File: config.mk
export PLATFORM = sky130hd
export DESIGN_NAME = rps_cmd_ctrl
export DESIGN_NICKNAME = d
export VERILOG_FILES = /design/src/rps_pkg.sv /design/src/rps_pin_sync.sv /design/src/rps_wrap_addr.sv /design/src/rps_cmd_ctrl.sv
export SDC_FILE = /design/constraint.sdc
export NUM_CORES = 1
export LEC_CHECK = 0
export BUFFER_PORTS_ARGS = -buffer_cell sky130_fd_sc_hd__buf_4
export CORE_UTILIZATION = 35
export CTS_BUF_LIST = sky130_fd_sc_hd__clkbuf_4 sky130_fd_sc_hd__clkbuf_8
export DETAILED_ROUTE_END_ITERATION = 10
export GPL_TIMING_DRIVEN = 0
export PLACE_DENSITY = 0.55
export RECOVER_POWER = 50
export SYNTH_ARGS = -nofsm -noshare
export SYNTH_HDL_FRONTEND = slang
export SYNTH_SLANG_ARGS = --single-unit
export TNS_END_PERCENT = 1
File: constraint.sdc
create_clock -name ref_clk_in -period 2.6 [get_ports ref_clk_in]
set_input_delay 0.13 -clock ref_clk_in [delete_from_list [all_inputs] [get_ports ref_clk_in]]
set_output_delay 0.13 -clock ref_clk_in [all_outputs]
set_load 0.05 [all_outputs]
File: src/rps_pkg.sv
// Constants and types shared by the read parameter command block.
package rps_pkg;

  // ----------------------------------------------------------------
  // Opcodes
  // ----------------------------------------------------------------
  localparam logic [7:0] OP_SET_RP_PERSIST = 8'h65;
  localparam logic [7:0] OP_SET_RP_VOL_A = 8'hC0;
  localparam logic [7:0] OP_SET_RP_VOL_B = 8'h63;
  localparam logic [7:0] OP_SET_EXT_PERSIST = 8'h85;
  localparam logic [7:0] OP_SET_EXT_VOL = 8'h83;
  localparam logic [7:0] OP_RDBACK_RP = 8'h61;
  localparam logic [7:0] OP_RDBACK_EXT = 8'h81;
  localparam logic [7:0] OP_CLEAR_EXT_ERR = 8'h82;
  localparam logic [7:0] OP_SIGNATURE = 8'hAB;
  localparam logic [7:0] OP_READ = 8'h03;
  localparam logic [7:0] OP_FAST_READ = 8'h0B;

  // ----------------------------------------------------------------
  // Field positions and reset values
  // ----------------------------------------------------------------
  localparam int RP_WRAP_EN = 2;
  localparam int RP_DUMMY_LSB = 3;
  localparam int RP_DUMMY_MSB = 6;
  localparam int RP_PIN_SEL = 7;
  localparam int EXT_WIP = 0;
  localparam int EXT_PROT_ERR = 2;
  localparam int EXT_PROG_ERR = 3;
  localparam int EXT_ERASE_ERR = 4;
  localparam int EXT_DS_LSB = 5;
  localparam logic [7:0] RP_RESET = 8'h00;
  localparam logic [2:0] DS_HALF = 3'h7;
  localparam logic [2:0] DS_EIGHTH = 3'h1;
  // Serial clock idles low and the other pins idle high, so the edge
  // detectors see no false edge when the synchroniser leaves reset.
  localparam logic [7:0] PIN_IDLE = 8'h7F;

  // ----------------------------------------------------------------
  // Timing counts in serial clocks
  // ----------------------------------------------------------------
  localparam logic [2:0] SPI_LAST_CLK = 3'h7;
  localparam logic [2:0] QPI_LAST_CLK = 3'h1;
  localparam logic [4:0] SIG_DUMMY_SPI = 5'h18;
  localparam logic [4:0] SIG_DUMMY_QPI = 5'h06;
  localparam logic [4:0] FAST_DUMMY_DEF = 5'h08;

  // ----------------------------------------------------------------
  // Types
  // ----------------------------------------------------------------
  typedef enum logic [5:0] {
    ST_IDLE = 6'h01,
    ST_OPC = 6'h02,
    ST_DATA = 6'h04,
    ST_ADDR = 6'h08,
    ST_DUM = 6'h10,
    ST_OUT = 6'h20
  } rps_state_t;

  typedef enum logic [1:0] {
    SRC_RP = 2'h0,
    SRC_EXT = 2'h1,
    SRC_SIG = 2'h2,
    SRC_ARR = 2'h3
  } rps_src_t;

  typedef struct packed {
    logic erase;
    logic prog;
    logic prot;
  } rps_err_t;

  typedef struct packed {
    logic rd;
    logic [23:0] addr;
  } rps_arr_t;

  // Last serial clock of a byte for the current command mode.
  function automatic logic [2:0] byte_last(input logic qpi);
    byte_last = qpi ? QPI_LAST_CLK : SPI_LAST_CLK;
  endfunction : byte_last

  // Offset mask inside a wrap boundary of 8, 16, 32 or 64 bytes.
  function automatic logic [7:0] wrap_mask(input logic [1:0] len);
    wrap_mask = 8'((8'h08 << len) - 8'h01);
  endfunction : wrap_mask

endpackage : rps_pkg

File: src/rps_pin_sync.sv
// Two-stage synchroniser for pins from outside the clock domain.
`timescale 1ns/100ps
module rps_pin_sync #(
  parameter int W = 8,
  parameter logic [W-1:0] INIT = '1
) (
  input wire logic ref_clk_in,
  input wire logic rst_in,
  input wire logic [W-1:0] pin_in,
  output logic [W-1:0] sync_out
);
  import rps_pkg::*;

  logic [W-1:0] meta_reg;

  // Only the second stage is visible outside this module.
  always_ff @(posedge ref_clk_in) begin
    if (rst_in) begin
      meta_reg <= INIT;
      sync_out <= INIT;
    end else begin
      meta_reg <= pin_in;
      sync_out <= meta_reg;
    end
  end

endmodule : rps_pin_sync

File: src/rps_wrap_addr.sv
// Next read address, continuous or wrapping inside a burst boundary.
`timescale 1ns/100ps
module rps_wrap_addr (
  input wire logic [23:0] addr_in,
  input wire logic [2:0] wrap_in,
  output logic [23:0] next_out
);
  import rps_pkg::*;

  logic [23:0] inc;
  logic [7:0] mask;
  logic [7:0] low_wrap;

  assign inc = addr_in + 24'h00_0001;
  assign mask = wrap_mask(wrap_in[1:0]);
  assign low_wrap = (addr_in[7:0] & ~mask) | (inc[7:0] & mask);
  // The boundary sits inside one page, so the page bits never move.
  assign next_out = wrap_in[RP_WRAP_EN] ?
                    {addr_in[23:8], low_wrap} : inc;

endmodule : rps_wrap_addr

File: src/rps_cmd_ctrl.sv
// Read parameter command interpreter on the serial flash pins.
`timescale 1ns/100ps
module rps_cmd_ctrl #(
  parameter bit HAS_DED_RESET = 1'b0,
  // Arbitrary value, not tied to any product.
  parameter logic [7:0] SIGNATURE_BYTE = 8'h5A
) (
  input wire logic ref_clk_in,
  input wire logic rst_in,
  input wire logic sclk_in,
  input wire logic cs_n_in,
  input wire logic [3:0] io_in,
  input wire logic hold_reset_n_in,
  input wire logic ded_reset_n_in,
  input wire logic qpi_mode_in,
  input wire logic write_in_progress_in,
  input wire logic soft_reset_in,
  input wire rps_pkg::rps_err_t err_set_in,
  input wire logic [7:0] array_data_in,
  output logic [3:0] io_out,
  output logic [3:0] io_oe_out,
  output rps_pkg::rps_arr_t array_req_out,
  output logic [2:0] drive_strength_out,
  output logic [7:0] read_params_out,
  output logic hold_active_out
);
  import rps_pkg::*;

  // ----------------------------------------------------------------
  // Pin sampling
  // ----------------------------------------------------------------
  logic [7:0] pins;
  logic s_sclk, s_cs_n, s_hold_n, s_ded_n;
  logic [3:0] s_io;
  logic sclk_d_reg, cs_d_reg;

  rps_pin_sync #(.W(8), .INIT(PIN_IDLE)) u_sync (
    .ref_clk_in(ref_clk_in),
    .rst_in(rst_in),
    .pin_in({sclk_in, cs_n_in, hold_reset_n_in, ded_reset_n_in,
             io_in}),
    .sync_out(pins)
  );

  assign {s_sclk, s_cs_n, s_hold_n, s_ded_n, s_io} = pins;

  // ----------------------------------------------------------------
  // Registers and state
  // ----------------------------------------------------------------
  rps_state_t state_reg, state_next, opc_state, addr_state;
  rps_src_t src_reg, op_src;
  logic [2:0] cnt_reg, ocnt_reg, last;
  logic [7:0] sh_reg, sh_next, cmd_reg, data_reg, osr_reg;
  logic [7:0] rp_vol_reg, rp_nv_reg, ext_rd, nb, cur;
  logic [2:0] ds_vol_reg, ds_nv_reg;
  rps_err_t err_reg;
  logic op_ok_reg, data_ok_reg;
  logic [1:0] acnt_reg;
  logic [4:0] dcnt_reg, fast_dummy;
  logic [23:0] wrap_next;
  rps_arr_t arr_reg;
  logic [3:0] io_reg, oe_reg;
  logic hold_reg;

  // ----------------------------------------------------------------
  // Shared pin, resets and serial clock edges
  // ----------------------------------------------------------------
  logic pin_is_reset, hold_now, hw_rst, reload;
  logic rise, fall, cs_rise, byte_done, take;

  assign pin_is_reset = !HAS_DED_RESET && rp_vol_reg[RP_PIN_SEL];
  assign hold_now = !pin_is_reset && !s_hold_n;
  // A separate reset pin always resets; bit 7 is not consulted.
  assign hw_rst = HAS_DED_RESET ? !s_ded_n :
                  (pin_is_reset && !s_hold_n);
  assign reload = hw_rst || soft_reset_in;
  assign rise = s_sclk && !sclk_d_reg && !s_cs_n && !hold_now;
  assign fall = !s_sclk && sclk_d_reg && !s_cs_n && !hold_now;
  assign cs_rise = s_cs_n && !cs_d_reg;
  assign last = byte_last(qpi_mode_in);
  assign sh_next = qpi_mode_in ? {sh_reg[3:0], s_io} :
                   {sh_reg[6:0], s_io[0]};
  assign byte_done = rise && (cnt_reg == last);

  // ----------------------------------------------------------------
  // Opcode decoding
  // ----------------------------------------------------------------
  logic is_set, is_persist, is_rdback, is_read, op_refused;

  assign is_persist = (sh_next == OP_SET_RP_PERSIST) ||
                      (sh_next == OP_SET_EXT_PERSIST);
  assign is_set = is_persist || (sh_next == OP_SET_RP_VOL_A) ||
                  (sh_next == OP_SET_RP_VOL_B) ||
                  (sh_next == OP_SET_EXT_VOL);
  // 81h stays served during a write so the host can poll it.
  assign is_rdback = (sh_next == OP_RDBACK_RP) ||
                     (sh_next == OP_RDBACK_EXT);
  assign is_read = (sh_next == OP_READ) || (sh_next == OP_FAST_READ);
  assign op_refused = write_in_progress_in &&
                      (is_persist || sh_next == OP_SIGNATURE);
  assign op_src = (sh_next == OP_RDBACK_RP) ? SRC_RP :
                  (sh_next == OP_RDBACK_EXT) ? SRC_EXT :
                  (sh_next == OP_SIGNATURE) ? SRC_SIG : SRC_ARR;
  // A refused or unknown opcode leaves the frame idle until CS rises.
  assign opc_state = op_refused ? ST_IDLE :
                     is_set ? ST_DATA :
                     is_rdback ? ST_OUT :
                     (sh_next == OP_SIGNATURE) ? ST_DUM :
                     is_read ? ST_ADDR : ST_IDLE;
  assign addr_state = (cmd_reg == OP_FAST_READ) ? ST_DUM : ST_OUT;
  assign fast_dummy = (rp_vol_reg[RP_DUMMY_MSB:RP_DUMMY_LSB] == 4'h0) ?
                      FAST_DUMMY_DEF :
                      {1'b0, rp_vol_reg[RP_DUMMY_MSB:RP_DUMMY_LSB]};

  // ----------------------------------------------------------------
  // Frame sequencing
  // ----------------------------------------------------------------
  // After an opcode the idle state marks a frame that only waits for CS.
  logic frame_seen_reg;

  always_comb begin
    state_next = state_reg;
    case (state_reg)
      ST_IDLE: begin
        if (!s_cs_n && !frame_seen_reg) state_next = ST_OPC;
      end
      ST_OPC: begin
        if (byte_done) state_next = opc_state;
      end
      ST_DATA: begin
        if (byte_done) state_next = ST_IDLE;
      end
      ST_ADDR: begin
        if (byte_done && acnt_reg == 2'h2) state_next = addr_state;
      end
      ST_DUM: begin
        if (rise && dcnt_reg == 5'h01) state_next = ST_OUT;
      end
      ST_OUT: state_next = ST_OUT;
      default: state_next = ST_IDLE;
    endcase
    if (s_cs_n || reload) state_next = ST_IDLE;
  end

  always_ff @(posedge ref_clk_in) begin
    if (rst_in) begin
      state_reg <= ST_IDLE;
      sclk_d_reg <= 1'b0;
      cs_d_reg <= 1'b1;
      frame_seen_reg <= 1'b0;
    end else begin
      state_reg <= state_next;
      sclk_d_reg <= s_sclk;
      cs_d_reg <= s_cs_n;
      frame_seen_reg <= !s_cs_n && (frame_seen_reg ||
                        state_reg != ST_IDLE);
    end
  end

  always_ff @(posedge ref_clk_in) begin
    if (rst_in || s_cs_n) begin
      cnt_reg <= 3'h0;
      sh_reg <= 8'h00;
      acnt_reg <= 2'h0;
      dcnt_reg <= 5'h00;
    end else if (rise) begin
      cnt_reg <= (cnt_reg == last) ? 3'h0 : 3'(cnt_reg + 3'h1);
      sh_reg <= sh_next;
      if (state_reg == ST_ADDR && byte_done) acnt_reg <= 2'(acnt_reg + 2'h1);
      if (state_reg == ST_OPC && byte_done) begin
        dcnt_reg <= qpi_mode_in ? SIG_DUMMY_QPI : SIG_DUMMY_SPI;
      end else if (state_reg == ST_ADDR && byte_done) begin
        dcnt_reg <= fast_dummy;
      end else if (state_reg == ST_DUM) begin
        dcnt_reg <= 5'(dcnt_reg - 5'h01);
      end
    end
  end

  // Frame flags; a set only counts once the whole data byte is in.
  always_ff @(posedge ref_clk_in) begin
    if (rst_in || cs_rise || reload) begin
      op_ok_reg <= 1'b0;
      data_ok_reg <= 1'b0;
      cmd_reg <= 8'h00;
      src_reg <= SRC_RP;
    end else if (byte_done && state_reg == ST_OPC) begin
      op_ok_reg <= !op_refused;
      cmd_reg <= sh_next;
      src_reg <= op_src;
    end else if (byte_done && state_reg == ST_DATA) begin
      data_ok_reg <= 1'b1;
    end
  end

  always_ff @(posedge ref_clk_in) begin
    if (rst_in) begin
      data_reg <= 8'h00;
    end else if (byte_done && state_reg == ST_DATA) begin
      data_reg <= sh_next;
    end
  end

  // ----------------------------------------------------------------
  // Commit on chip select rising
  // ----------------------------------------------------------------
  logic commit, wr_rp_nv, wr_rp_v, wr_ext_nv, wr_ext_v, clr_err;

  assign commit = cs_rise && op_ok_reg && !reload;
  assign wr_rp_nv = commit && data_ok_reg &&
                    cmd_reg == OP_SET_RP_PERSIST;
  assign wr_rp_v = commit && data_ok_reg &&
                   (cmd_reg == OP_SET_RP_VOL_A ||
                    cmd_reg == OP_SET_RP_VOL_B);
  assign wr_ext_nv = commit && data_ok_reg &&
                     cmd_reg == OP_SET_EXT_PERSIST;
  assign wr_ext_v = commit && data_ok_reg && cmd_reg == OP_SET_EXT_VOL;
  assign clr_err = commit && cmd_reg == OP_CLEAR_EXT_ERR;

  // Wrap, length and dummy bits are kept as written, so wrap lasts
  // until a later set or a reset changes them.
  always_ff @(posedge ref_clk_in) begin
    if (rst_in) begin
      rp_nv_reg <= RP_RESET;
      rp_vol_reg <= RP_RESET;
      ds_nv_reg <= DS_HALF;
      ds_vol_reg <= DS_HALF;
    end else begin
      if (reload) begin
        rp_vol_reg <= rp_nv_reg;
        ds_vol_reg <= ds_nv_reg;
      end else begin
        if (wr_rp_nv || wr_rp_v) rp_vol_reg <= data_reg;
        if (wr_ext_nv || wr_ext_v) ds_vol_reg <= data_reg[7:5];
      end
      if (wr_rp_nv) rp_nv_reg <= data_reg;
      if (wr_ext_nv) ds_nv_reg <= data_reg[7:5];
    end
  end

  // A new error in the clearing cycle survives the clear.
  always_ff @(posedge ref_clk_in) begin
    if (rst_in) begin
      err_reg <= '0;
    end else begin
      err_reg <= (err_reg & ~{3{clr_err}}) | err_set_in;
    end
  end

  // ----------------------------------------------------------------
  // Output shifting and array addressing
  // ----------------------------------------------------------------
  assign ext_rd = {ds_vol_reg, err_reg.erase, err_reg.prog,
                   err_reg.prot, 1'b0, write_in_progress_in};
  assign nb = (src_reg == SRC_RP) ? rp_vol_reg :
              (src_reg == SRC_EXT) ? ext_rd :
              (src_reg == SRC_SIG) ? SIGNATURE_BYTE :
              array_data_in;
  assign take = fall && state_reg == ST_OUT && ocnt_reg == 3'h0;
  assign cur = (ocnt_reg == 3'h0) ? nb : osr_reg;

  rps_wrap_addr u_wrap (
    .addr_in(arr_reg.addr),
    .wrap_in(rp_vol_reg[2:0]),
    .next_out(wrap_next)
  );

  always_ff @(posedge ref_clk_in) begin
    if (rst_in || s_cs_n) begin
      ocnt_reg <= 3'h0;
      osr_reg <= 8'h00;
      io_reg <= 4'h0;
      oe_reg <= 4'h0;
    end else if (fall && state_reg == ST_OUT) begin
      ocnt_reg <= (ocnt_reg == last) ? 3'h0 : 3'(ocnt_reg + 3'h1);
      osr_reg <= qpi_mode_in ? {cur[3:0], 4'h0} : {cur[6:0], 1'b0};
      io_reg <= qpi_mode_in ? cur[7:4] : {2'b00, cur[7], 1'b0};
      oe_reg <= qpi_mode_in ? 4'hF : 4'h2;
    end
  end

  // Every read opcode goes through the same wrap-aware stepping.
  always_ff @(posedge ref_clk_in) begin
    if (rst_in) begin
      arr_reg <= '0;
    end else begin
      arr_reg.rd <= take && src_reg == SRC_ARR;
      if (byte_done && state_reg == ST_ADDR) begin
        arr_reg.addr <= {arr_reg.addr[15:0], sh_next};
      end else if (take && src_reg == SRC_ARR) begin
        arr_reg.addr <= wrap_next;
      end
    end
  end

  always_ff @(posedge ref_clk_in) begin
    if (rst_in) begin
      hold_reg <= 1'b0;
    end else begin
      hold_reg <= hold_now;
    end
  end

  assign io_out = io_reg;
  assign io_oe_out = oe_reg;
  assign array_req_out = arr_reg;
  assign drive_strength_out = ds_vol_reg;
  assign read_params_out = rp_vol_reg;
  assign hold_active_out = hold_reg;
endmodule : rps_cmd_ctrl

# [Yosys cells after proc, flatten, opt, wreduce, memory -nomap -nowiden]
# Index checks and enable logic that the tools add are counted.
[word_totals] register_bits=132 latch_bits=0 ramBits=0 romBits=0 in_bits=24 output_inout_bits=45 word_cells=188 n_memories=0
[op_classes] add_sub_neg=6 multipliers=0 div=0 order_cmp=0 n_eq_ne=37 n_shift=1 muxes=38 bitwise_logic=8 reduce_logical=68
[ops] cell="equality test 8 bit, second input constant" count=9
[ops] cell="2-to-1 mux 24 bit" count=3
[ops] cell="2-to-1 mux 8 bit" count=8
[ops] cell="2-to-1 mux 6 bit" count=9
[ops] cell="equality test 8 x 7 -> 1 bit, second input constant" count=5
[ops] cell="one-hot mux 6 bit (6 select lines)" count=1
[ops] cell="logical AND 1 bit" count=29
[ops] cell="2-to-1 mux 5 bit" count=5
[ops] cell="adder 24 x 1 -> 24 bit, second input constant" count=1
[ops] cell="AND 8 bit" count=2
[ops] cell="equality test 8 x 4 -> 1 bit, second input constant" count=2
[ops] cell="logical OR 1 bit" count=16
[ops] cell="2-to-1 mux 4 bit" count=4
[ops] cell="2-to-1 mux 3 bit" count=5
[ops] cell="logical NOT 1 bit" count=10
[ops] cell="!= test 2 bit, second input constant" count=5
[ops] cell="equality test 8 x 2 -> 1 bit, second input constant" count=1
[ops] cell="NOT 8 bit" count=1
[ops] cell="bitwise OR 8 bit" count=1
[ops] cell="AND reduction 2 bit" count=4
[ops] cell="<< shifter 4 x 2 -> 8 bit, first input constant" count=1
[ops] cell="subtractor 8 x 1 -> 8 bit, second input constant" count=1
[ops] cell="adder 3 x 1 -> 3 bit, second input constant" count=2
[ops] cell="equality test 2 bit, second input constant" count=3
[ops] cell="26 further kinds" count=30

# [Depth between registers and ports, before layout]
# Gate-level depths: netlist of run 1.
[logic_depth] word_depth=10 depth_mapped=10

# [Modules after synthesis]
# From an unflattened synthesis of run 1, not the netlist that was laid out.
[hier_totals] hier_cells=767 hier_area_um2=6587.6
[by_module_without_submodules] mod="rps_cmd_ctrl" n_inst=1 cells_each=665 area_each_um2=5652.9 seq_area_each_um2=2262.2
[by_module_without_submodules] mod="rps_wrap_addr" n_inst=1 cells_each=69 area_each_um2=498.0 seq_area_each_um2=0.0
[by_module_without_submodules] mod="rps_pin_sync" n_inst=1 cells_each=33 area_each_um2=436.7 seq_area_each_um2=320.3

# [Worst setup path before layout of run 1]
# Ideal clock, no wire load.
[synth_timing] path_type="reg2reg" startpoint="reg rp_vol_reg[7], in the netlist read_params_out[7]" endpoint="reg rp_vol_reg[7], in the netlist read_params_out[7]" setup_time_ps=128 arrival_time_ps=2300 t_required_ps=2472 slack_ps=173 path_stages_with_launch=8 period_less_slack_ps=2427 cell_sequence="dfxtp_1 > nor2b_1 > or4b_1 > nor4_1 > buf_2 > a211oi_2 > mux2i_1 > nor2_1"
[synth_between] elab_chain_len=8 word_cells_on_any_way=10 cone_classes="mux (1); reduce/logical (9)"
[synth_rtl] element="start, declared" line_no="rps_cmd_ctrl.sv:54" rtl="logic [7:0] rp_vol_reg, rp_nv_reg, ext_rd, nb, cur;"
[synth_rtl] element="start signal, assigned" line_no="rps_cmd_ctrl.sv:230" rtl="rp_vol_reg <= rp_nv_reg;"
[synth_rtl] element="start signal, assigned" line_no="rps_cmd_ctrl.sv:233" rtl="if (wr_rp_nv || wr_rp_v) rp_vol_reg <= data_reg;"
[synth_rtl] element="logical AND 1 bit *" line_no="rps_cmd_ctrl.sv:75" rtl="(pin_is_reset && !s_hold_n);"
[synth_rtl] element="logical OR 1 bit *" line_no="rps_cmd_ctrl.sv:76" rtl="assign reload = hw_rst || soft_reset_in;"
[synth_rtl] element="logical NOT 1 bit" line_no="rps_cmd_ctrl.sv:209" rtl="assign commit = cs_rise && op_ok_reg && !reload;"
[synth_rtl] element="logical AND 1 bit" line_no="rps_cmd_ctrl.sv:209"
[synth_rtl] element="logical AND 1 bit" line_no="rps_cmd_ctrl.sv:210, rps_cmd_ctrl.sv:212"
[synth_rtl] element="logical AND 1 bit, on equally long branches" line_no="rps_cmd_ctrl.sv:210, rps_cmd_ctrl.sv:212"
[synth_rtl] element="logical OR 1 bit" line_no="rps_cmd_ctrl.sv:233"
[synth_rtl] element="nonzero test 2 bit (no line)"
# Mark *: on every way between the ends. The rest lies on a longest branch, timed or not.
# A chain may end at the register's enable or synchronous reset.

# [Worst setup path in the final report of run 1]
[layout_timing] startpoint="reg state_reg[4]" endpoint="reg arr_reg, in the netlist array_req_out[17]"
[layout_between] elab_chain_len=6 word_cells_on_any_way=10 cone_classes="eq/ne (3); mux (1); reduce/logical (6)"
[layout_rtl] element="start, declared" line_no="rps_cmd_ctrl.sv:50" rtl="rps_state_t state_reg, state_next, opc_state, addr_state;"
[layout_rtl] element="start signal, assigned" line_no="rps_cmd_ctrl.sv:152" rtl="state_reg <= state_next;"
[layout_rtl] element="equality test 6 bit" line_no="rps_cmd_ctrl.sv:259" rtl="assign take = fall && state_reg == ST_OUT && ocnt_reg == 3'h0;"
[layout_rtl] element="logical AND 1 bit (2 in a row)" line_no="rps_cmd_ctrl.sv:259"
[layout_rtl] element="logical AND 1 bit" line_no="rps_cmd_ctrl.sv:290" rtl="end else if (take && src_reg == SRC_ARR) begin"
[layout_rtl] element="nonzero test 2 bit (no line)"
[layout_rtl] element="AND reduction 2 bit (no line)"
[layout_rtl] element="end, declared" line_no="rps_cmd_ctrl.sv:61" rtl="rps_arr_t arr_reg;"
# Parallel ways exist; a longest one is shown, timed or not.

==> impl_metrics.csv, run 1 <==
group,metric,value,unit
synthesis,synth_seq_area_share,40.1,%
clocking,ctsHtreeMaxLevel,4,
clocking,clock_path_buffers,2,
layout,flow.area_growth_from_synthesis,20.2,%
synthesis,synth_fp_nets,817,
setup_path,startpoint,"state_reg[4]$_SDFFE_PP0P_",
synthesis,yosysWarningCount,0,
sta,worst_slew_pin_slew,0.863,ns
layout,layout-drive-gt1-share,15.0,%
place,numPortBuffers,66,
synthesis,netlist_top_cells_count,"sky130_fd_sc_hd__nor2_1 (130), sky130_fd_sc_hd__dfxtp_1 (127), sky130_fd_sc_hd__nand2_1 (66), sky130_fd_sc_hd__a21oi_1 (38), sky130_fd_sc_hd__a211oi_1 (36)",
global_route,met1_usage,31.8,%
route,routed_wire_length_per_instance,17.8,µm
sta,setup-violations-final,0,
setup_path,worstSetupEndpointType,"flip-flop",
place,numPlacedInstances,1076,
sta,worst_clock_skew,0.0117,ns
global_route,grt_antenna_before_repair,0,
synthesis,postSynthCellCount,785,
global_route,grt_overflow,0,
synthesis,postSynth.asyncResetShare,0,%
synthesis,number_of_enable_type_register_cells_in_the_synthesized_netlist,0,
setup_path,startpoint_type,"flip-flop",
layout,finalNetCount,914,
place,dp_hpwl,14500,µm
die,num_io_pins,69,
layout,final_non_filler_cells,1120,
global_route,grt_pass1_wl,31000,µm
clocking,cts_tree,"yes",
clocking,clock_tree.root_cell,"sky130_fd_sc_hd__clkbuf_8",
power,ir_worst_vdd,0.328,mV
global_route,global_routing_met2_resource_utilization,33.9,%
global_route,first_global_vias,5360,
clocking,cts.clk_slew.worst_paths,0.08,ns
layout,antenna_diode_instance_count,0,
synthesis,synth_top_area_share,40.1,%
global_route,grt_usage,22.4,%
place,routabilityCongestion,0.915,
clocking,cts.sinks,127,
power,p_per_area,516,nW/µm²
global_route,grt-busiest-layer,"met2",
clocking,cts_inserted_buffers,17,
route,viasPerCell,5.40,
global_route,grt_start_max_net_pins,17,
sta,slew_headroom,40.8,%
synthesis,synth-seq-cells,127,
die,die-height,137,µm
sta,tns,0,ns
synthesis,synthDistinctLibCells,67,
sta,achievable-frequency,0.399,GHz
route,wirelength,19900,µm
sta,final_period_minus_worst_setup_slack,2.51,ns
sta,post-route-period-util,96.4,%
sta,report.final.hold_viol_count,0,
layout,fillCellCount,1795,
die,die_w,137,µm
clocking,clkLatencyLatePin,0.47,ns
synthesis,avgSynthCellArea,8.07,µm²
sta,final_report_max_slew_violation_count,0,
route,antenna_left,0,
status,run_status,"complete, no violations",
layout,largest_register_ffs,20,
die,placement_row_count,48,
setup_path,timing.reg2reg.setup_slack,0.09,ns
setup_path,r2r.worst_path.cells,6,
sta,grt_setup_unrepaired,"true",
setup_path,data_arrival_time_at_the_worst_slack_endpoint,2.88,ns
global_route,groute.layer.met3.usage,5.15,%
min_path,min_from,"write_in_progress_in",
route,detailroute.via_count,6052,
setup_path,worstPathMaxFanout,9,
job,max_cap_viol_count,0,
route,drt_first_iter_violations,521,
synthesis,ys_top_cells_by_area,"sky130_fd_sc_hd__dfxtp_1 (40%), sky130_fd_sc_hd__nor2_1 (7.7%), sky130_fd_sc_hd__mux2i_1 (5.5%)",
min_path,hold_path_class,"input port to flip-flop",
layout,post-route-util,43.6,%
synthesis,yosysTopAreaCell,"sky130_fd_sc_hd__dfxtp_1",
die,start_util,36.2,%
setup_path,crit-reg2reg-capture,"array_req_out[17]$_SDFFE_PP0P_",
setup_path,critical_path.reg2reg.startpoint,"state_reg[4]$_SDFFE_PP0P_",
route,drcViolationCount,0,
synthesis,synth_flop_cell,"sky130_fd_sc_hd__dfxtp_1",
route,drt_first_pass_iters,6,
min_path,worstHoldPathCells,3,
setup_path,cp_data_required_time,2.97,ns
power,power.total,3930,µW
synthesis,synth_most_common_cell,"sky130_fd_sc_hd__nor2_1",
power,leakage,0.00270,µW
synthesis,synth.cell_area,6330,µm²
die,fp.dieArea,18600,µm²
min_path,worst_hold_end,"state_reg[0]$_SDFFE_PP1P_",
die,floorplan.core_area,17500,µm²
setup_path,setup.worst_path.class,"flip-flop to flip-flop",
==> cell families after synthesis <==
logic type                 count (synthesis)  share of synthesized area (%)
and+or+nand+nor                          351                           26.9
AOI/OAI and AO/OA                        162                           16.7
adders and majority gates                  8                           1.58
DFF                                      127                           40.1
buffers and inverters                     72                           4.80
muxes                                     41                           6.60
xor gates and xnor gates                  24                           3.32
==> critical path, stage by stage, from the launching register on <==
cell and delay, ns:
sky130_fd_sc_hd__dfxtp_1 0.31, sky130_fd_sc_hd__buf_6 0.13, sky130_fd_sc_hd__or4bb_4 0.57, sky130_fd_sc_hd__nor3_4 0.34, sky130_fd_sc_hd__nand4_1 0.37, sky130_fd_sc_hd__or3_1 0.42, sky130_fd_sc_hd__a311oi_1 0.26
==> per-layer routing <==
metal	up-vias	wire length, µm
li1	2981	-
met1	2850	9560
met2	204	8800
met3	17	1360
met4	0	184
met5	-	0
==> power by group <==
part	leakage [µW]	switching, µW	internal, µW
clock	0.000195	942	815
sequential	0.00103	15.5	1960
combinational	0.00148	120	75.4
==> cell type report <==
type                    count  area, µm²  area share (%)
multi-input cells         586       3550            46.6
flip-flops and latches    127       2540            33.4
repair buffers             78        543            7.13
well taps                 225        282            3.70
clock buffers              18        248            3.25
plain buffers              49        221            2.91
clock inverters            14        144            1.89
inverters                  23       86.3            1.13
==> worst max-delay path by stage <==
| stage | to |
|---|---|
| 6_report | array_req_out[17]$_SDFFE_PP0P_ |
| 5_1_grt | array_req_out[17]$_SDFFE_PP0P_ |
| 4_1_cts | array_req_out[12]$_SDFFE_PP0P_ |
| 3_5_place_dp | read_params_out[2]$_SDFFE_PP0P_ |
| 3_3_place_gp | state_reg[0]$_SDFFE_PP1P_ |
| 2_1_floorplan | read_params_out[7]$_SDFFE_PP0P_ |
==> placed cells by master (no fill, tap or decap), types with 14 or more instances in the layout <==
cell type                    n
sky130_fd_sc_hd__a211oi_1   36
sky130_fd_sc_hd__a21oi_1    38
sky130_fd_sc_hd__buf_4      46
sky130_fd_sc_hd__clkbuf_1   52
sky130_fd_sc_hd__clkbuf_8   18
sky130_fd_sc_hd__dfxtp_1   127
sky130_fd_sc_hd__inv_1      22
sky130_fd_sc_hd__mux2i_1    33
sky130_fd_sc_hd__nand2_1    65
sky130_fd_sc_hd__nand3_1    32
sky130_fd_sc_hd__nand4_1    14
sky130_fd_sc_hd__nor2_1    128
sky130_fd_sc_hd__nor3_1     28
sky130_fd_sc_hd__o21ai_0    33
sky130_fd_sc_hd__or2_2      15
sky130_fd_sc_hd__xnor2_1    16
==> timing repair <==
item / 4_1_cts / 5_1_grt
hold endpoints to repair: 10 / 0
gates resized for setup: 6 / 9
pin swaps: 0 / 3
setup buffers: 0 / 2
endpoints found under the setup margin: 14 / 24
hold buffers: 10 / 0
==> stage by stage <==
step	setup slack [ns]	hold slack (ns)	instance area (µm²)
after floorplan	0.173	0.234	6330
after global placement	-0.124	0.317	7110
after detailed placement	-0.0918	0.316	7110
after CTS	0.0277	0.00903	7630
after global routing	-0.00258	0.0670	7610
final	0.0934	0.0642	7610
Power figures use the tool's default switching activity.
==> run 2: changes to the inputs <==
CORE_MARGIN = 1.5   (was not set)
==> impl_metrics.csv, run 2 (synthesis results as in run 1) <==
group,metric,value,unit
status,run_status,"complete, no violations",
sta,report.final.hold_viol_count,0,
place,dp_hpwl,14400,µm
die,num_io_pins,69,
power,p_per_area,511,nW/µm²
sta,post-route-period-util,97.4,%
setup_path,crit_path_top_delay_cell,"sky130_fd_sc_hd__or4_1",
min_path,min_from,"write_in_progress_in",
layout,finalNetCount,912,
global_route,first_global_vias,5416,
route,wirelength,19700,µm
route,antenna_left,0,
setup_path,cp_num_buf_inv,1,
sta,worst_clock_skew,0.0141,ns
setup_path,cp_slowest_stage_delay,0.56,ns
setup_path,timing.reg2reg.setup_slack,0.07,ns
layout,antenna_diode_instance_count,0,
global_route,grt_overflow,0,
power,leakage,0.00261,µW
min_path,worst_hold_end,"state_reg[0]$_SDFFE_PP1P_",
layout,layout-drive-gt1-share,12.4,%
route,viasPerCell,5.33,
min_path,hold_path_class,"input port to flip-flop",
setup_path,crit_path_cell_trace,"clkbuf_1 > or4_4 > nor3_4 > nand2_1 > or4_1 > xnor2_1 > a211oi_1",
setup_path,data_arrival_time_at_the_worst_slack_endpoint,2.91,ns
sta,achievable-frequency,0.395,GHz
layout,most-common-layout-cells,"sky130_fd_sc_hd__nor2_1 (127), sky130_fd_sc_hd__dfxtp_1 (127), sky130_fd_sc_hd__clkbuf_1 (70), sky130_fd_sc_hd__nand2_1 (66), sky130_fd_sc_hd__a21oi_1 (38)",
job,max_cap_viol_count,0,
setup_path,cp_data_required_time,2.98,ns
route,drt_first_iter_violations,446,
die,die_w,138,µm
clocking,clock_tree.root_cell,"sky130_fd_sc_hd__clkbuf_8",
clocking,clkLatencyLatePin,0.47,ns
route,routed_wire_length_per_instance,17.5,µm
clocking,ctsHtreeMaxLevel,4,
die,fp.dieArea,18900,µm²
setup_path,startpoint,"state_reg[1]$_SDFFE_PP0P_",
die,die-height,138,µm
setup_path,r2r.worst_path.cells,7,
place,numPortBuffers,66,
setup_path,startpoint_type,"flip-flop",
clocking,cts_post_setup_buffers_inserted,0,
place,routabilityCongestion,0.902,
power,ir_worst_vdd,0.296,mV
setup_path,worstPathMaxFanout,8,
route,detailroute.via_count,5977,
setup_path,setup.worst_path.class,"flip-flop to flip-flop",
sta,grt_setup_unrepaired,"true",
clocking,cts_inserted_buffers,17,
die,start_util,35.5,%
global_route,grt_pass1_wl,30400,µm
clocking,cts.sinks,127,
sta,final_period_minus_worst_setup_slack,2.53,ns
layout,largest_register_ffs,20,
clocking,cts.clk_slew.worst_paths,0.08,ns
route,drcViolationCount,0,
clocking,clock_path_buffers,2,
global_route,grt_start_max_net_pins,17,
min_path,worstHoldPathCells,3,
sta,worst_slew_pin_slew,0.836,ns
sta,slew_headroom,42.7,%
die,placement_row_count,49,
global_route,grt_usage,21.6,%
setup_path,crit-reg2reg-capture,"array_req_out[12]$_SDFFE_PP0P_",
layout,stdcell_area,7490,µm²
sta,final_report_max_slew_violation_count,0,
setup_path,worstSetupEndpointType,"flip-flop",
sta,timing.hold.ws,0.0578,ns
clocking,cts_tree,"yes",
global_route,grt_antenna_before_repair,0,
layout,flow.area_growth_from_synthesis,18.3,%
setup_path,critical_path.reg2reg.startpoint,"state_reg[1]$_SDFFE_PP0P_",
route,drt_first_pass_iters,5,
setup_path,path_delay_family,"simple AND/OR/NAND/NOR gates",
power,power.total,3830,µW
sta,setup-violations-final,0,
place,placement.cell_area,7120,µm²
die,floorplan.core_area,17800,µm²
## run 2: repair_timing
action | CTS | global route
pin swaps | 0 | 2
gates resized for setup | 2 | 8
endpoints found under the setup margin | 9 | 40
hold buffers | 10 | 0
gates cloned | 0 | 0
endpoints found under the hold margin | 10 | 0
## run 2: layer usage
| layer | share of wire [%] | global-route usage [%] | vias to the layer above | routed length [µm] |
|---|---|---|---|---|
| met2 | 43 | 31.8 | 164 | 8500 |
| met3 | 5.9 | 4.16 | 20 | 1170 |
| met1 | 50 | 31.3 | 2815 | 9780 |
| met4 | 1.2 | 7.02 | 0 | 235 |
| met5 | 0 | 0 | - | 0 |
| li1 | - | - | 2978 | - |
## run 2: worst max path at each step
stage	endpoint	slack, ns	cells past startpoint
floorplan	read_params_out[7]$_SDFFE_PP0P_	0.17	7
global placement	read_params_out[5]$_SDFFE_PP0P_	-0.1	7
detailed placement	read_params_out[0]$_SDFFE_PP0P_	-0.11	7
CTS	array_req_out[12]$_SDFFE_PP0P_	0.05	7
global route	array_req_out[12]$_SDFFE_PP0P_	-0.10	7
finish	array_req_out[12]$_SDFFE_PP0P_	0.07	7
## run 2: report_power, final
part | leakage, µW | switching, µW | internal [µW]
Combinational | 0.00139 | 121 | 72.5
Clock | 0.000187 | 855 | 806
Sequential | 0.00103 | 14.8 | 1960
Total | 0.00261 | 991 | 2840
## run 2: worst min-delay path: stages
cell and delay [ns]:
sky130_fd_sc_hd__buf_4 0.13, sky130_fd_sc_hd__a21oi_1 0.07, sky130_fd_sc_hd__a31oi_1 0.15
## run 2: layout make-up
class	instances	area, µm²
inverters	23	86.3
clock inverters	12	111
clock buffers	20	263
fillers	1891	10300
well taps	229	287
plain buffers	49	219
multi-input cells	586	3520
repair buffers	76	460
flip-flops and latches	127	2540
## run 2: stage by stage
step | instances | util, % | worst slack, ns | setup TNS (ns)
finish | 1122 | 42.0 | 0.0676 | 0
global route | 1122 | 42.0 | -0.100 | -0.523
floorplan | 785 | - | 0.173 | 0
global placement | 1080 | 39.9 | -0.0981 | -0.925
CTS | 1122 | 42.6 | 0.0495 | 0
detailed placement | 1080 | 39.9 | -0.106 | -1.01
==> run 3: changes to the inputs <==
CTS_BUF_LIST = sky130_fd_sc_hd__clkbuf_16   (was sky130_fd_sc_hd__clkbuf_4 sky130_fd_sc_hd__clkbuf_8)
==> impl_metrics.csv, run 3 (synthesis results as in run 1) <==
group,metric,value,unit
global_route,grt_overflow,0,
route,antenna_left,0,
setup_path,cp_data_required_time,2.94,ns
sta,setup-violations-final,0,
sta,post-route-period-util,97.2,%
setup_path,r2r.worst_path.cells,7,
setup_path,timing.reg2reg.setup_slack,0.07,ns
global_route,grt_antenna_before_repair,0,
power,p_per_area,576,nW/µm²
setup_path,startpoint_type,"flip-flop",
power,ir_worst_vdd,0.492,mV
place,placement_stage_worst_setup_slack,-0.106,ns
route,met3WireLength,1230,µm
sta,achievable-frequency,0.396,GHz
clocking,cts_tree,"yes",
clocking,ctsHtreeMaxLevel,4,
clocking,clock_path_buffers,2,
route,viasPerCell,5.34,
place,dp_hpwl,14400,µm
die,floorplan.core_area,17800,µm²
min_path,min_from,"write_in_progress_in",
min_path,worstHoldPathCells,3,
layout,post-route-util,43.0,%
setup_path,worstPathMaxFanout,8,
route,dr_wl_met2,8560,µm
setup_path,setup.worst_path.class,"flip-flop to flip-flop",
die,num_io_pins,69,
min_path,worst_hold_end,"state_reg[0]$_SDFFE_PP1P_",
sta,final_period_minus_worst_setup_slack,2.53,ns
layout,most-common-layout-cells,"sky130_fd_sc_hd__nor2_1 (127), sky130_fd_sc_hd__dfxtp_1 (127), sky130_fd_sc_hd__clkbuf_1 (70), sky130_fd_sc_hd__nand2_1 (66), sky130_fd_sc_hd__a21oi_1 (38)",
clocking,cts.clk_slew.worst_paths,0.06,ns
route,drcViolationCount,0,
clocking,cts_inserted_buffers,17,
setup_path,data_arrival_time_at_the_worst_slack_endpoint,2.86,ns
sta,worst_slack,0.0736,ns
die,fp.dieArea,18900,µm²
place,placement.cell_area,7120,µm²
route,wirelength,19700,µm
clocking,cts.sinks,127,
global_route,grt_usage,21.5,%
route,topRoutingLayerUsed,"met4",
place,numPortBuffers,66,
setup_path,critical_path.reg2reg.startpoint,"state_reg[1]$_SDFFE_PP0P_",
route,drt_first_pass_iters,5,
sta,worst_slew_pin_slew,0.880,ns
sta,grt_setup_unrepaired,"true",
status,run_status,"complete, no violations",
clocking,clock_tree.root_cell,"sky130_fd_sc_hd__clkbuf_16",
layout,antenna_diode_instance_count,0,
route,drt_first_iter_violations,495,
global_route,grt_start_max_net_pins,17,
die,die-height,138,µm
sta,final_report_max_slew_violation_count,0,
layout,layout-drive-gt1-share,12.2,%
sta,slew_headroom,39.6,%
global_route,grt_pass1_wl,30300,µm
sta,report.final.hold_viol_count,0,
layout,flow.area_growth_from_synthesis,21.1,%
power,leakage,0.00269,µW
sta,worst_clock_skew,0.0111,ns
power,power.total,4420,µW
route,detailroute.via_count,5997,
die,die_w,138,µm
setup_path,worstSetupEndpointType,"flip-flop",
clocking,clkLatencyLatePin,0.43,ns
place,routabilityCongestion,0.902,
setup_path,crit-reg2reg-capture,"array_req_out[12]$_SDFFE_PP0P_",
layout,largest_register_ffs,20,
min_path,hold_path_class,"input port to flip-flop",
layout,finalNetCount,912,
route,routed_wire_length_per_instance,17.6,µm
global_route,first_global_vias,5412,
route,m1WireLength,9710,µm
job,max_cap_viol_count,0,
die,start_util,35.5,%
die,placement_row_count,49,
layout,stdcell_area,7670,µm²
-- run 3: layout make-up --
type,instances,area (µm²)
well taps,229,287
repair buffers,76,460
fillers,1859,10200
inverters,23,86.3
clock inverters,15,123
clock buffers,17,425
multi-input cells,586,3530
flip-flops and latches,127,2540
plain buffers,49,219
-- run 3: worst max path at each step --
stage	start	to	slack, ns	cells after the start
floorplan	read_params_out[7]$_SDFFE_PP0P_	read_params_out[7]$_SDFFE_PP0P_	0.17	7
global placement	read_params_out[7]$_SDFFE_PP0P_	read_params_out[5]$_SDFFE_PP0P_	-0.1	7
detailed placement	read_params_out[7]$_SDFFE_PP0P_	read_params_out[0]$_SDFFE_PP0P_	-0.11	7
CTS	state_reg[4]$_SDFFE_PP0P_	array_req_out[12]$_SDFFE_PP0P_	0.05	7
global route	state_reg[1]$_SDFFE_PP0P_	array_req_out[12]$_SDFFE_PP0P_	-0.1	7
finish	state_reg[1]$_SDFFE_PP0P_	array_req_out[12]$_SDFFE_PP0P_	0.07	7
-- run 3: worst max-delay path: stages, from the launching register on --
cell and delay, ns:
sky130_fd_sc_hd__dfxtp_1 0.29, sky130_fd_sc_hd__clkbuf_1 0.19, sky130_fd_sc_hd__or4_4 0.51, sky130_fd_sc_hd__nor3_4 0.33, sky130_fd_sc_hd__nand2_1 0.19, sky130_fd_sc_hd__or4_1 0.56
sky130_fd_sc_hd__xnor2_1 0.15, sky130_fd_sc_hd__a211oi_1 0.22
-- run 3: per-layer routing --
metal / GRT usage, % / vias up
met5: 0 / -
met4: 5.79 / 0
met3: 5.22 / 13
met2: 31.9 / 183
met1: 31.0 / 2826
li1: - / 2975
-- run 3: power by group --
group	leakage, µW	internal [µW]	switching (µW)
clock network	0.000270	1310	935
registers	0.00103	1960	14.9
logic	0.00139	73.1	122
-- run 3: stage by stage --
step	cells	hold WS, ns	TNS, ns
2_1_floorplan	785	0.234	0
3_3_place_gp	1080	0.315	-0.925
3_5_place_dp	1080	0.318	-1.01
4_1_cts	1122	0.0847	0
5_1_grt	1122	0.106	-0.369
6_report	1122	0.105	0
-- run 3: what timing repair did --
item                                    CTS  global route
hold buffers                             10             0
endpoints found under the setup margin    9            38
buffers inserted                          0             0
endpoints found under the hold margin    10             0
resized for setup                         2             9
pin swaps                                 0             2
